--- config.mk ---
export PLATFORM = sky130hd
export DESIGN_NAME = dp_sink_event_audio_ctrl
export DESIGN_NICKNAME = d
export VERILOG_FILES = /design/src/rtl/dp_sink_event_audio_ctrl_pkg.sv /design/src/rtl/dp_sink_event_audio_ctrl.sv
export SDC_FILE = /design/constraint.sdc
export NUM_CORES = 1
export LEC_CHECK = 0
export BUFFER_PORTS_ARGS = -buffer_cell sky130_fd_sc_hd__buf_2
export CAP_MARGIN = 20
export CORE_AREA = 2 2 306 308
export CTS_CLUSTER_DIAMETER = 150
export DETAILED_ROUTE_END_ITERATION = 16
export DIE_AREA = 0 0 308 310
export HOLD_SLACK_MARGIN = 0.02
export PLACE_DENSITY_LB_ADDON = 0.1
export SETUP_SLACK_MARGIN = 0.4
export SLEW_MARGIN = 25
export SYNTH_ARGS = -nofsm -noshare
export SYNTH_HDL_FRONTEND = slang
export SYNTH_SLANG_ARGS = --single-unit
--- constraint.sdc ---
create_clock -name core_clk_i -period 11.26 [get_ports core_clk_i]
set_clock_uncertainty 0.05 [all_clocks]
set_input_delay 1.126 -clock core_clk_i [delete_from_list [all_inputs] [get_ports core_clk_i]]
set_output_delay 1.126 -clock core_clk_i [all_outputs]
set_load 0.02 [all_outputs]
--- src/rtl/dp_sink_event_audio_ctrl_pkg.sv ---
// Package for the sink control, event and audio block.
// Assumes a 32-bit Avalon-MM register slave, word-aligned byte addresses.
package dp_sink_event_audio_ctrl_pkg;
  // Register byte addresses
  localparam logic [11:0] ADDR_CORE_CTRL = 12'h000;
  localparam logic [11:0] ADDR_TRAIN_CTRL = 12'h004;
  localparam logic [11:0] ADDR_PHY_STATE = 12'h008;
  localparam logic [11:0] ADDR_IRQ_MASK = 12'h010;
  localparam logic [11:0] ADDR_IRQ_CAUSE = 12'h014;
  localparam logic [11:0] ADDR_AUD_CTRL = 12'h300;
  localparam logic [11:0] ADDR_AUD_STATUS = 12'h304;
  localparam logic [11:0] ADDR_AUD_M = 12'h308;
  localparam logic [11:0] ADDR_AUD_N = 12'h30C;
  localparam logic [11:0] ADDR_INFO_BASE = 12'h320;
  localparam logic [11:0] ADDR_EXT_BASE = 12'h340;
  localparam logic [11:0] ADDR_MSA_BASE = 12'h500;
  localparam logic [11:0] ADDR_MSA_LAST = 12'h530;
  // Packet buffers hold eight words
  localparam int PKT_WORDS = 8;
  localparam logic [2:0] PKT_LAST = 3'h7;
  // Attribute words 0x500..0x530
  localparam int MSA_WORDS = 13;
  // Interrupt cause bit positions
  localparam int IRQ_MODE = 0;
  localparam int IRQ_NOVID = 1;
  localparam int IRQ_VBLANK = 2;
  localparam int IRQ_MCHG = 3;
  localparam int IRQ_TLOST = 4;
  localparam int IRQ_INFO = 5;
  localparam int IRQ_EXT = 6;
  localparam int IRQ_BITS = 7;
  localparam logic [IRQ_BITS-1:0] IRQ_MASK_RST = 7'h00;
  // Audio status bits
  localparam int AST_INFO = 0;
  localparam int AST_EXT = 1;
  // Audio control encodings
  localparam logic [31:0] AUD_DISABLE = 32'h0000_0000;
  localparam logic [31:0] AUD_ENABLE = 32'h0000_0001;

  // Video status from the main link front end
  typedef struct packed {
    logic [15:0] vres;
    logic [15:0] hres;
    logic no_video;
    logic mode_change;
    logic trained;
  } video_state_t;

  // Incoming packet word
  typedef struct packed {
    logic valid;
    logic is_ext;
    logic [2:0] idx;
    logic [31:0] data;
  } pkt_word_t;
endpackage : dp_sink_event_audio_ctrl_pkg

--- src/rtl/dp_sink_event_audio_ctrl.sv ---
// Control, event and audio register logic of a video link receiver.
// Assumes link-side inputs are already in core_clk_i domain except the
// plug detect pin, which is synchronised here.
`timescale 1ns/10ps

module dp_sink_event_audio_ctrl #(
  parameter int LANES = 4,        // Active lane count
  parameter int MN_W = 24         // M/N value width
) (
  input wire logic core_clk_i,    // 10 MHz clock
  input wire logic rst_n_i,       // Synchronous reset, active low
  // Avalon-MM slave
  input wire logic [11:0] avs_address_i,
  input wire logic avs_read_i,
  input wire logic avs_write_i,
  input wire logic [31:0] avs_writedata_i,
  output logic [31:0] avs_readdata_o,
  output logic avs_waitrequest_o,
  // Link side
  input wire logic cable_present_i,  // Plug detect pin, async
  output logic hot_plug_o,
  input wire logic aux_req_i,
  output logic aux_req_accept_o,
  input wire logic vid_valid_i,
  output logic vid_pass_o,
  input wire dp_sink_event_audio_ctrl_pkg::video_state_t vstate_i,
  input wire logic [31:0] msa_word_i [13],
  input wire logic [MN_W-1:0] vid_m_i,
  input wire logic [MN_W-1:0] vid_n_i,
  output logic [MN_W-1:0] vid_m_o,
  output logic [MN_W-1:0] vid_n_o,
  output logic vid_mn_update_o,
  // Phy_state_reg
  input wire logic [LANES-1:0] lane_align_i,
  input wire logic [LANES-1:0] sym_lock_i,
  input wire logic pll_lock_i,
  input wire logic reset_done_i,
  output logic train_mode_o,
  // Audio
  input wire dp_sink_event_audio_ctrl_pkg::pkt_word_t pkt_i,
  input wire logic [MN_W-1:0] aud_m_i,
  input wire logic [MN_W-1:0] aud_n_i,
  output logic [MN_W-1:0] audio_m_value_o,
  output logic [MN_W-1:0] audio_n_value_o,
  output logic audio_enable_o,
  output logic audio_flush_o,
  output logic irq_o
);
  import dp_sink_event_audio_ctrl_pkg::*;

  // Register state
  logic core_en_r;                 // Core enable
  logic train_mode_r;              // Training mode
  logic aud_en_r;                  // Audio enable
  logic flush_r;                   // One-cycle flush pulse
  logic [IRQ_BITS-1:0] mask_r;     // Interrupt mask
  logic [IRQ_BITS-1:0] cause_r;    // Sticky causes
  logic [31:0] info_mem [PKT_WORDS]; // Info packet buffer
  logic [31:0] ext_mem [PKT_WORDS];  // Extension packet buffer
  logic info_full_r;               // Info buffer unread
  logic ext_full_r;                // Extension buffer unread
  logic [31:0] rdata_r;            // Read data
  logic rd_ack_r;                  // Read answered
  // Event trackers
  logic [15:0] vres_r;
  logic [15:0] hres_r;
  logic seen_video_r;              // Video seen since reset or replug
  logic novid_r;
  logic trained_r;
  logic [MN_W-1:0] vm_r;
  logic [MN_W-1:0] vn_r;
  logic mn_upd_r;
  logic [MN_W-1:0] am_r;
  logic [MN_W-1:0] an_r;
  // Plug detect synchroniser
  logic plug_s1_r;
  logic plug_s2_r;
  logic plug_prev_r;

  // Address word index within a region
  function automatic logic [9:0] word_idx(input logic [11:0] a,
                                          input logic [11:0] base);
    logic [11:0] d;
    d = a - base;
    return d[11:2];
  endfunction : word_idx

  // Address decode
  wire logic in_info = avs_address_i[11:5] == ADDR_INFO_BASE[11:5];
  wire logic in_ext = avs_address_i[11:5] == ADDR_EXT_BASE[11:5];
  wire logic in_msa = avs_address_i >= ADDR_MSA_BASE &&
                      avs_address_i <= ADDR_MSA_LAST;
  wire logic [2:0] pkt_idx = avs_address_i[4:2];
  wire logic [9:0] msa_idx = word_idx(avs_address_i, ADDR_MSA_BASE);
  // Reads take one wait cycle; writes take effect at once
  assign avs_waitrequest_o = avs_read_i && !rd_ack_r;
  wire logic rd_take = avs_read_i && rd_ack_r;
  wire logic wr_take = avs_write_i;

  // Reading the last buffer word frees the buffer
  wire logic info_rd_done = rd_take && in_info && pkt_idx == PKT_LAST;
  wire logic ext_rd_done = rd_take && in_ext && pkt_idx == PKT_LAST;
  wire logic cause_rd = rd_take && avs_address_i == ADDR_IRQ_CAUSE;

  // Replug edge clears training, audio and event state; core enable is kept
  wire logic replug = plug_s2_r && !plug_prev_r;

  // Link events, only while the core runs
  wire logic res_chg = core_en_r && vstate_i.trained && !vstate_i.no_video &&
    (!seen_video_r || vstate_i.vres != vres_r ||
     vstate_i.hres != hres_r);
  wire logic novid_ev = core_en_r && vstate_i.no_video && !novid_r;
  wire logic vblank_ev = core_en_r && !vstate_i.no_video && novid_r;
  wire logic mchg_ev = core_en_r && vstate_i.mode_change;
  wire logic tlost_ev = core_en_r && trained_r &&
                        (!vstate_i.trained || !plug_s2_r);
  // Packet acceptance drops words while buffer unread
  wire logic info_wr = pkt_i.valid && !pkt_i.is_ext && aud_en_r &&
                       core_en_r && !info_full_r;
  wire logic ext_wr = pkt_i.valid && pkt_i.is_ext && aud_en_r &&
                      core_en_r && !ext_full_r;
  wire logic info_last = info_wr && pkt_i.idx == PKT_LAST;
  wire logic ext_last = ext_wr && pkt_i.idx == PKT_LAST;

  wire logic [IRQ_BITS-1:0] ev_vec = {ext_last, info_last, tlost_ev,
                                      mchg_ev, vblank_ev, novid_ev,
                                      res_chg};
  // Read clears only the bits handed out one edge earlier; set wins
  wire logic [IRQ_BITS-1:0] cause_nxt =
    (cause_r & ~(cause_rd ? rdata_r[IRQ_BITS-1:0] : {IRQ_BITS{1'b0}})) |
    ev_vec;

  wire logic [31:0] phy_state_reg = {8'h00, 6'h00, reset_done_i,
    pll_lock_i, 8'(sym_lock_i), 8'(lane_align_i)};

  // Read multiplexer
  logic [31:0] rd_mux;
  always_comb begin
    rd_mux = 32'h0000_0000;
    if (in_info) begin
      rd_mux = info_mem[pkt_idx];
    end else if (in_ext) begin
      rd_mux = ext_mem[pkt_idx];
    end else if (in_msa) begin
      rd_mux = msa_word_i[msa_idx[3:0]];
    end else begin
      case (avs_address_i)
        ADDR_CORE_CTRL: rd_mux = {31'h0, core_en_r};
        ADDR_TRAIN_CTRL: rd_mux = {31'h0, train_mode_r};
        ADDR_PHY_STATE: rd_mux = phy_state_reg;
        ADDR_IRQ_MASK: rd_mux = 32'(mask_r);
        ADDR_IRQ_CAUSE: rd_mux = 32'(cause_r);
        ADDR_AUD_CTRL: rd_mux = {31'h0, aud_en_r};
        ADDR_AUD_STATUS: rd_mux = {30'h0, ext_full_r, info_full_r};
        ADDR_AUD_M: rd_mux = 32'(am_r);
        ADDR_AUD_N: rd_mux = 32'(an_r);
        default: rd_mux = 32'h0000_0000;
      endcase
    end
  end

  // Plug synchroniser
  always_ff @(posedge core_clk_i) begin
    if (!rst_n_i) begin
      // Plugged level, so leaving reset makes no false replug edge
      plug_s1_r <= 1'b1;
      plug_s2_r <= 1'b1;
      plug_prev_r <= 1'b1;
    end else begin
      plug_s1_r <= cable_present_i;
      plug_s2_r <= plug_s1_r;
      plug_prev_r <= plug_s2_r;
    end
  end

  // Bus read answer
  always_ff @(posedge core_clk_i) begin
    if (!rst_n_i) begin
      rd_ack_r <= 1'b0;
      rdata_r <= 32'h0000_0000;
    end else begin
      rd_ack_r <= avs_read_i && !rd_ack_r;
      if (avs_read_i && !rd_ack_r) begin
        rdata_r <= rd_mux;
      end
    end
  end
  assign avs_readdata_o = rdata_r;

  // Control registers
  always_ff @(posedge core_clk_i) begin
    if (!rst_n_i) begin
      core_en_r <= 1'b0;
      train_mode_r <= 1'b0;
      aud_en_r <= 1'b0;
      flush_r <= 1'b0;
      mask_r <= IRQ_MASK_RST;
    end else begin
      flush_r <= 1'b0;
      if (replug) begin
        train_mode_r <= 1'b0;
        aud_en_r <= 1'b0;
        flush_r <= 1'b1;
      end
      if (wr_take) begin
        case (avs_address_i)
          ADDR_CORE_CTRL: core_en_r <= avs_writedata_i[0];
          ADDR_TRAIN_CTRL: train_mode_r <= avs_writedata_i[0];
          ADDR_IRQ_MASK: mask_r <= avs_writedata_i[IRQ_BITS-1:0];
          ADDR_AUD_CTRL: begin
            if (avs_writedata_i == AUD_DISABLE) begin
              aud_en_r <= 1'b0;
              flush_r <= 1'b1;
            end else if (avs_writedata_i == AUD_ENABLE) begin
              aud_en_r <= 1'b1;
            end
          end
          default: ;
        endcase
      end
    end
  end

  // Packet buffers and status
  always_ff @(posedge core_clk_i) begin
    if (info_wr) info_mem[pkt_i.idx] <= pkt_i.data;
    if (ext_wr) ext_mem[pkt_i.idx] <= pkt_i.data;
  end
  always_ff @(posedge core_clk_i) begin
    if (!rst_n_i || flush_r) begin
      info_full_r <= 1'b0;
      ext_full_r <= 1'b0;
    end else begin
      info_full_r <= info_last || (info_full_r && !info_rd_done);
      ext_full_r <= ext_last || (ext_full_r && !ext_rd_done);
    end
  end

  // Event trackers and interrupt causes
  always_ff @(posedge core_clk_i) begin
    if (!rst_n_i || replug) begin
      vres_r <= 16'h0000;
      hres_r <= 16'h0000;
      seen_video_r <= 1'b0;
      novid_r <= 1'b0;
      trained_r <= 1'b0;
      cause_r <= {IRQ_BITS{1'b0}};
    end else begin
      cause_r <= cause_nxt;
      trained_r <= core_en_r && vstate_i.trained && plug_s2_r;
      if (core_en_r) begin
        novid_r <= vstate_i.no_video;
      end
      if (res_chg) begin
        vres_r <= vstate_i.vres;
        hres_r <= vstate_i.hres;
        seen_video_r <= 1'b1;
      end
    end
  end

  // M/N capture
  always_ff @(posedge core_clk_i) begin
    if (!rst_n_i) begin
      vm_r <= '0;
      vn_r <= '0;
      mn_upd_r <= 1'b0;
      am_r <= '0;
      an_r <= '0;
    end else begin
      vm_r <= vid_m_i;
      vn_r <= vid_n_i;
      mn_upd_r <= vid_m_i != vm_r || vid_n_i != vn_r;
      am_r <= aud_m_i;
      an_r <= aud_n_i;
    end
  end

  // Outputs
  assign hot_plug_o = core_en_r;
  assign aux_req_accept_o = aux_req_i && core_en_r;
  assign vid_pass_o = vid_valid_i && core_en_r && !train_mode_r;
  assign train_mode_o = train_mode_r && core_en_r;
  assign vid_m_o = vm_r;
  assign vid_n_o = vn_r;
  assign vid_mn_update_o = mn_upd_r;
  assign audio_m_value_o = am_r;
  assign audio_n_value_o = an_r;
  assign audio_enable_o = aud_en_r;
  assign audio_flush_o = flush_r;
  assign irq_o = |(cause_r & mask_r);

  // Checks
  a_hpd_follows_en: assert property (@(posedge core_clk_i)
    disable iff (!rst_n_i) wr_take && avs_address_i == ADDR_CORE_CTRL
    |=> hot_plug_o == $past(avs_writedata_i[0]))
    else $error("hot plug differs from written enable");
  a_aux_ignored: assert property (@(posedge core_clk_i)
    disable iff (!rst_n_i) !core_en_r |-> !aux_req_accept_o && !vid_pass_o)
    else $error("disabled core answered link");
  a_train_block: assert property (@(posedge core_clk_i)
    disable iff (!rst_n_i) train_mode_r |-> !vid_pass_o)
    else $error("video passed during training");
  a_mn_update: assert property (@(posedge core_clk_i)
    disable iff (!rst_n_i) $changed(vid_m_i) |=> vid_mn_update_o)
    else $error("M change without update");
  a_aud_disable: assert property (@(posedge core_clk_i)
    disable iff (!rst_n_i) wr_take && avs_address_i == ADDR_AUD_CTRL &&
    avs_writedata_i == AUD_DISABLE |=> !audio_enable_o && audio_flush_o
    ##1 !info_full_r && !ext_full_r)
    else $error("audio disable did not flush");
  a_pkt_drop: assert property (@(posedge core_clk_i)
    disable iff (!rst_n_i) info_full_r |-> !info_wr)
    else $error("packet accepted into unread buffer");
  a_status_clear: assert property (@(posedge core_clk_i)
    disable iff (!rst_n_i) info_rd_done && !info_last && !replug
    |=> !info_full_r)
    else $error("status stayed after buffer read");
  a_irq_level: assert property (@(posedge core_clk_i)
    disable iff (!rst_n_i) ev_vec[IRQ_MODE] && mask_r[IRQ_MODE] &&
    !wr_take && !replug |=> irq_o)
    else $error("unmasked cause gave no interrupt");
  a_cause_sticky: assert property (@(posedge core_clk_i)
    disable iff (!rst_n_i) cause_r[IRQ_MODE] && !cause_rd && !replug
    |=> cause_r[IRQ_MODE])
    else $error("cause bit lost before read");
  a_novid_irq: assert property (@(posedge core_clk_i)
    disable iff (!rst_n_i) novid_ev && !replug |=> cause_r[IRQ_NOVID])
    else $error("no video cause missing");
  c_info_pkt: cover property (@(posedge core_clk_i) info_last);
  c_mode_irq: cover property (@(posedge core_clk_i) res_chg);
  c_tlost: cover property (@(posedge core_clk_i) tlost_ev);
  c_replug: cover property (@(posedge core_clk_i) replug);
endmodule : dp_sink_event_audio_ctrl

==> results summary <==
During placement, the flow inserted port buffers numbering 781. After the first detailed-routing iteration, the DRC count stood at 1,592. Counting stages on the worst path, the most repeated cell is sky130_fd_sc_hd__buf_4. Counting tap cells, the placed design contains a total of 3,821 instances. The first global-routing pass estimated 165 mm of wire. The slowest stage of the critical path belongs to the cell sky130_fd_sc_hd__buf_4. The final wirelength came out at 121 mm.

The number of hold buffers added after CTS is 0. The cell area after synthesis is 0.0307 sq mm. The cell leakage power came out at 14.6 nW. The transition time at the pin with the least slew margin came out at 1.03 ns. The number of CTS-inserted buffers came out at 78. The flow ran to the end, and the final reports show no timing, DRC or antenna violations.

The initial core utilization came out at 33.2%. Power spread over the standard cell area amounts to 155 mW/mm^2. The via-per-instance ratio came out at 5.38.

The first-pass iteration count of the detailed router is 5. Setup slack on the worst reg-to-reg path comes out at 8.03 ns. The number of synthesis warnings came out at 0. The die is 310 microns tall. The global-route total usage across every layer came out at 24.7%. Summed over all layers, the global routing overflow is 0. Synthesis produced a netlist with a net count of 2,575.

The signal on the critical path passes through buf_8, buf_4, buf_4, mux4_2, mux2i_1, o21ai_0, nand2_1, a41oi_1. The final-report max-slew violation count is 0. The post-layout minimum cycle time is 4.04 ns. In the final routed layout, each cell accounts on average for 30.4 microns.

The tool flagged a number of max-cap violations equal to 0. The final weighted congestion in routability-driven placement came out at 0.949. The number of standard cells in the layout, taps in and fillers out is 3,981.

The fraction of the cycle the final worst path needs came out at 35.8%. The number of core rows is 112. The worst setup path is launched from an input pin. The number of different library cells used by synthesis comes to 80.

The total of fill cells in the finished design came out at 8,566. The maximum single-stage delay on the critical path came out at 0.76 ns. The share of flip-flops with an asynchronous set or reset came out at 0%. The number of global-route vias before repair is 21,901. The worst setup path is of the input pin to flip-flop kind. The number of top-level design ports is 782. The H-tree depth reported by CTS is 3.

The detailed-route via count is 21,413. The proportion of layout cells with a drive suffix above 1 is 42.8%. Data on the critical path arrives at its endpoint at 4.45 ns. The total area of sequential cells is 0.0191 sq mm. The area of the core is 0.0925 sq mm. The count of clock tree sinks is 700.

Setup repair after global routing left no endpoint under its margin. The number of buffers between clock root and the deepest sink is 3. The maximum vdd drop is 107 uV. STA classifies the critical path endpoint as a flip-flop. Entering global routing, the biggest net connects 117 pins.

The maximum clock rate is 248 MHz. The cell count after synthesis is 1,930. Summed over all failing endpoints, the final setup total negative slack is 0 ns. The required time reported for the critical path endpoint came out at 11.67 ns.

The flip-flop cell with the highest count after synthesis is sky130_fd_sc_hd__edfxtp_1. The normalized max-slew margin came out at 31.4%. CTS placed an instance of sky130_fd_sc_hd__clkbuf_16 at the clock tree root. The pre-CTS worst setup slack came out at 6.45 ns.

The final count of hold timing violations is 0. Once routing completed, OpenROAD measured the worst setup slack at 7.22 ns. The average cell area after synthesis came out at 15.9 sq um.

The tightest min-delay check is of the flip-flop to flip-flop type. The setup violation total in the final timing report came out at 0. The count of unresolved DRC violations after routing is 0. The buffer count from post-CTS setup fixing came out at 0. The total area of multi-input combinational cells came out at 0.0108 sq mm.

The number of nets in the layout came out at 3,350. The number of nets with antenna violations after routing came out at 0. The flip-flop and latch count after synthesis came out at 700.

The area growth from synthesis to layout came out at 25.0%. The half-perimeter wire length after placement came out at 83.7 mm. Clock latency on the worst-skew pair, taken at its later pin, is 0.63 ns. The sequential area share after synthesis is 62.3%. Clock-pin slew was measured on the worst setup and hold paths at 0.06 ns.

In this run, post-CTS repair resized a total of 0 instances. The maximum net fanout on the critical path is 80. Counting flops with a built-in enable in the synthesized netlist gives 512.

The clock tree from TritonCTS is yes. The die span in x came out at 308 microns. The area of the die came out at 0.0955 sq mm. The number of antenna violations at the first check in global routing is 44.
==> metrics by stage <==
stage	util [%]	total power [W]	hold slack (ns)	cell area [sq um]
after floorplan	-	0.00314	0.336	30700
after global placement	38.6	0.00342	0.355	35700
after detailed placement	38.6	0.00343	0.359	35700
after CTS	41.5	0.00602	0.389	38300
after global routing	41.5	0.00616	0.404	38400
final	41.5	0.00596	0.384	38400
==> cells in the final DEF (no fill, tap or decap), types with 25 or more instances in the layout <==
master / instances
sky130_fd_sc_hd__and2_1: 109
sky130_fd_sc_hd__a22o_1: 34
sky130_fd_sc_hd__a21oi_1: 59
sky130_fd_sc_hd__o21ai_0: 77
sky130_fd_sc_hd__clkbuf_16: 83
sky130_fd_sc_hd__a22oi_1: 32
sky130_fd_sc_hd__dfxtp_1: 188
sky130_fd_sc_hd__mux4_2: 164
sky130_fd_sc_hd__buf_4: 41
sky130_fd_sc_hd__mux2i_1: 131
sky130_fd_sc_hd__nor2_1: 43
sky130_fd_sc_hd__a221oi_1: 25
sky130_fd_sc_hd__nand2_1: 64
sky130_fd_sc_hd__edfxtp_1: 512
sky130_fd_sc_hd__buf_2: 776
sky130_fd_sc_hd__xor2_1: 79
sky130_fd_sc_hd__nor4_1: 26
==> layer usage <==
layer	GRT usage (%)	vias up	share of wire, %
met5	0	-	0.070
met4	9.46	12	3.7
met3	5.03	214	7.0
met2	42.8	890	50
met1	30.2	10993	40
li1	-	9304	-
==> path summary, 6_finish.rpt <==
| path | startpoint | endpoint | cells after the start |
|---|---|---|---|
| hold / removal | plug_s1_r | plug_s2_r | 1 |
| setup / recovery | avs_address_i[3] | avs_readdata_o[7] | 8 |
| hold reg to reg | plug_s1_r | plug_s2_r | 1 |
| setup reg to reg | hot_plug_o | info_mem[7][31] | 5 |
==> worst max-delay path: cells and delay by family <==
kind	cells	cell delay, ns
buffers and inverters	3	1.82
multiplexers	2	0.91
AO/OA/AOI/OAI	2	0.30
AND/OR/NAND/NOR	1	0.14
==> Yosys cell counts (all sizes together) (25+ instances only) <==
cell type	instances	share of area, %
a221oi	25	0.71
nor2	59	0.80
xor2	79	2.3
clkbuf	44	0.67
a21oi	59	0.96
mux2i	131	4.3
dfxtp	188	12
o21ai	83	1.4
buf	83	2.3
a22oi	32	0.78
nand2	67	0.85
edfxtp	512	50
and2	109	2.2
nor4	32	0.77
a22o	34	0.97
mux4	180	13
==> power by group <==
part	switching, W	internal (W)	leakage, nW
combinational	0.000312	0.000245	7.21
sequential	0.0000241	0.00279	6.15
clock	0.00105	0.00154	1.29
total	0.00139	0.00457	14.6
==> logic make-up (layout without fill, tap and decap cells) <==
kind of cell | after synthesis | in the layout | synth area share (%)
xor gates and xnor gates | 80 | 80 | 2.28
and+or+nand+nor | 351 | 351 | 6.56
DFF | 700 | 700 | 62.3
muxes | 325 | 325 | 18.2
buffers and inverters | 138 | 978 | 3.06
AOI/OAI and AO/OA | 336 | 336 | 7.64
other | 0 | 14 | 0
==> cell type report <==
| class | count | share of cell area [%] |
|---|---|---|
| antenna | 14 | 0.0912 |
| clock buffer | 113 | 5.99 |
| clock inverter | 32 | 0.811 |
| inverter | 11 | 0.107 |
| multi-input combinational | 1092 | 28.1 |
| sequential | 700 | 49.8 |
| tap | 1197 | 3.90 |
| timing repair buffer | 822 | 11.2 |
==> flip-flops by register name (all words and copies together) (netlist names), 7 cells and up <==
signal           flops
audio_m_value_o     24
vid_m_o             24
cause_r              7
avs_readdata_o      32
info_mem           256
hres_r              16
ext_mem            256
vres_r              16
audio_n_value_o     24
vid_n_o             24
mask_r               7
No activity file was read; power rests on OpenSTA's default activity.
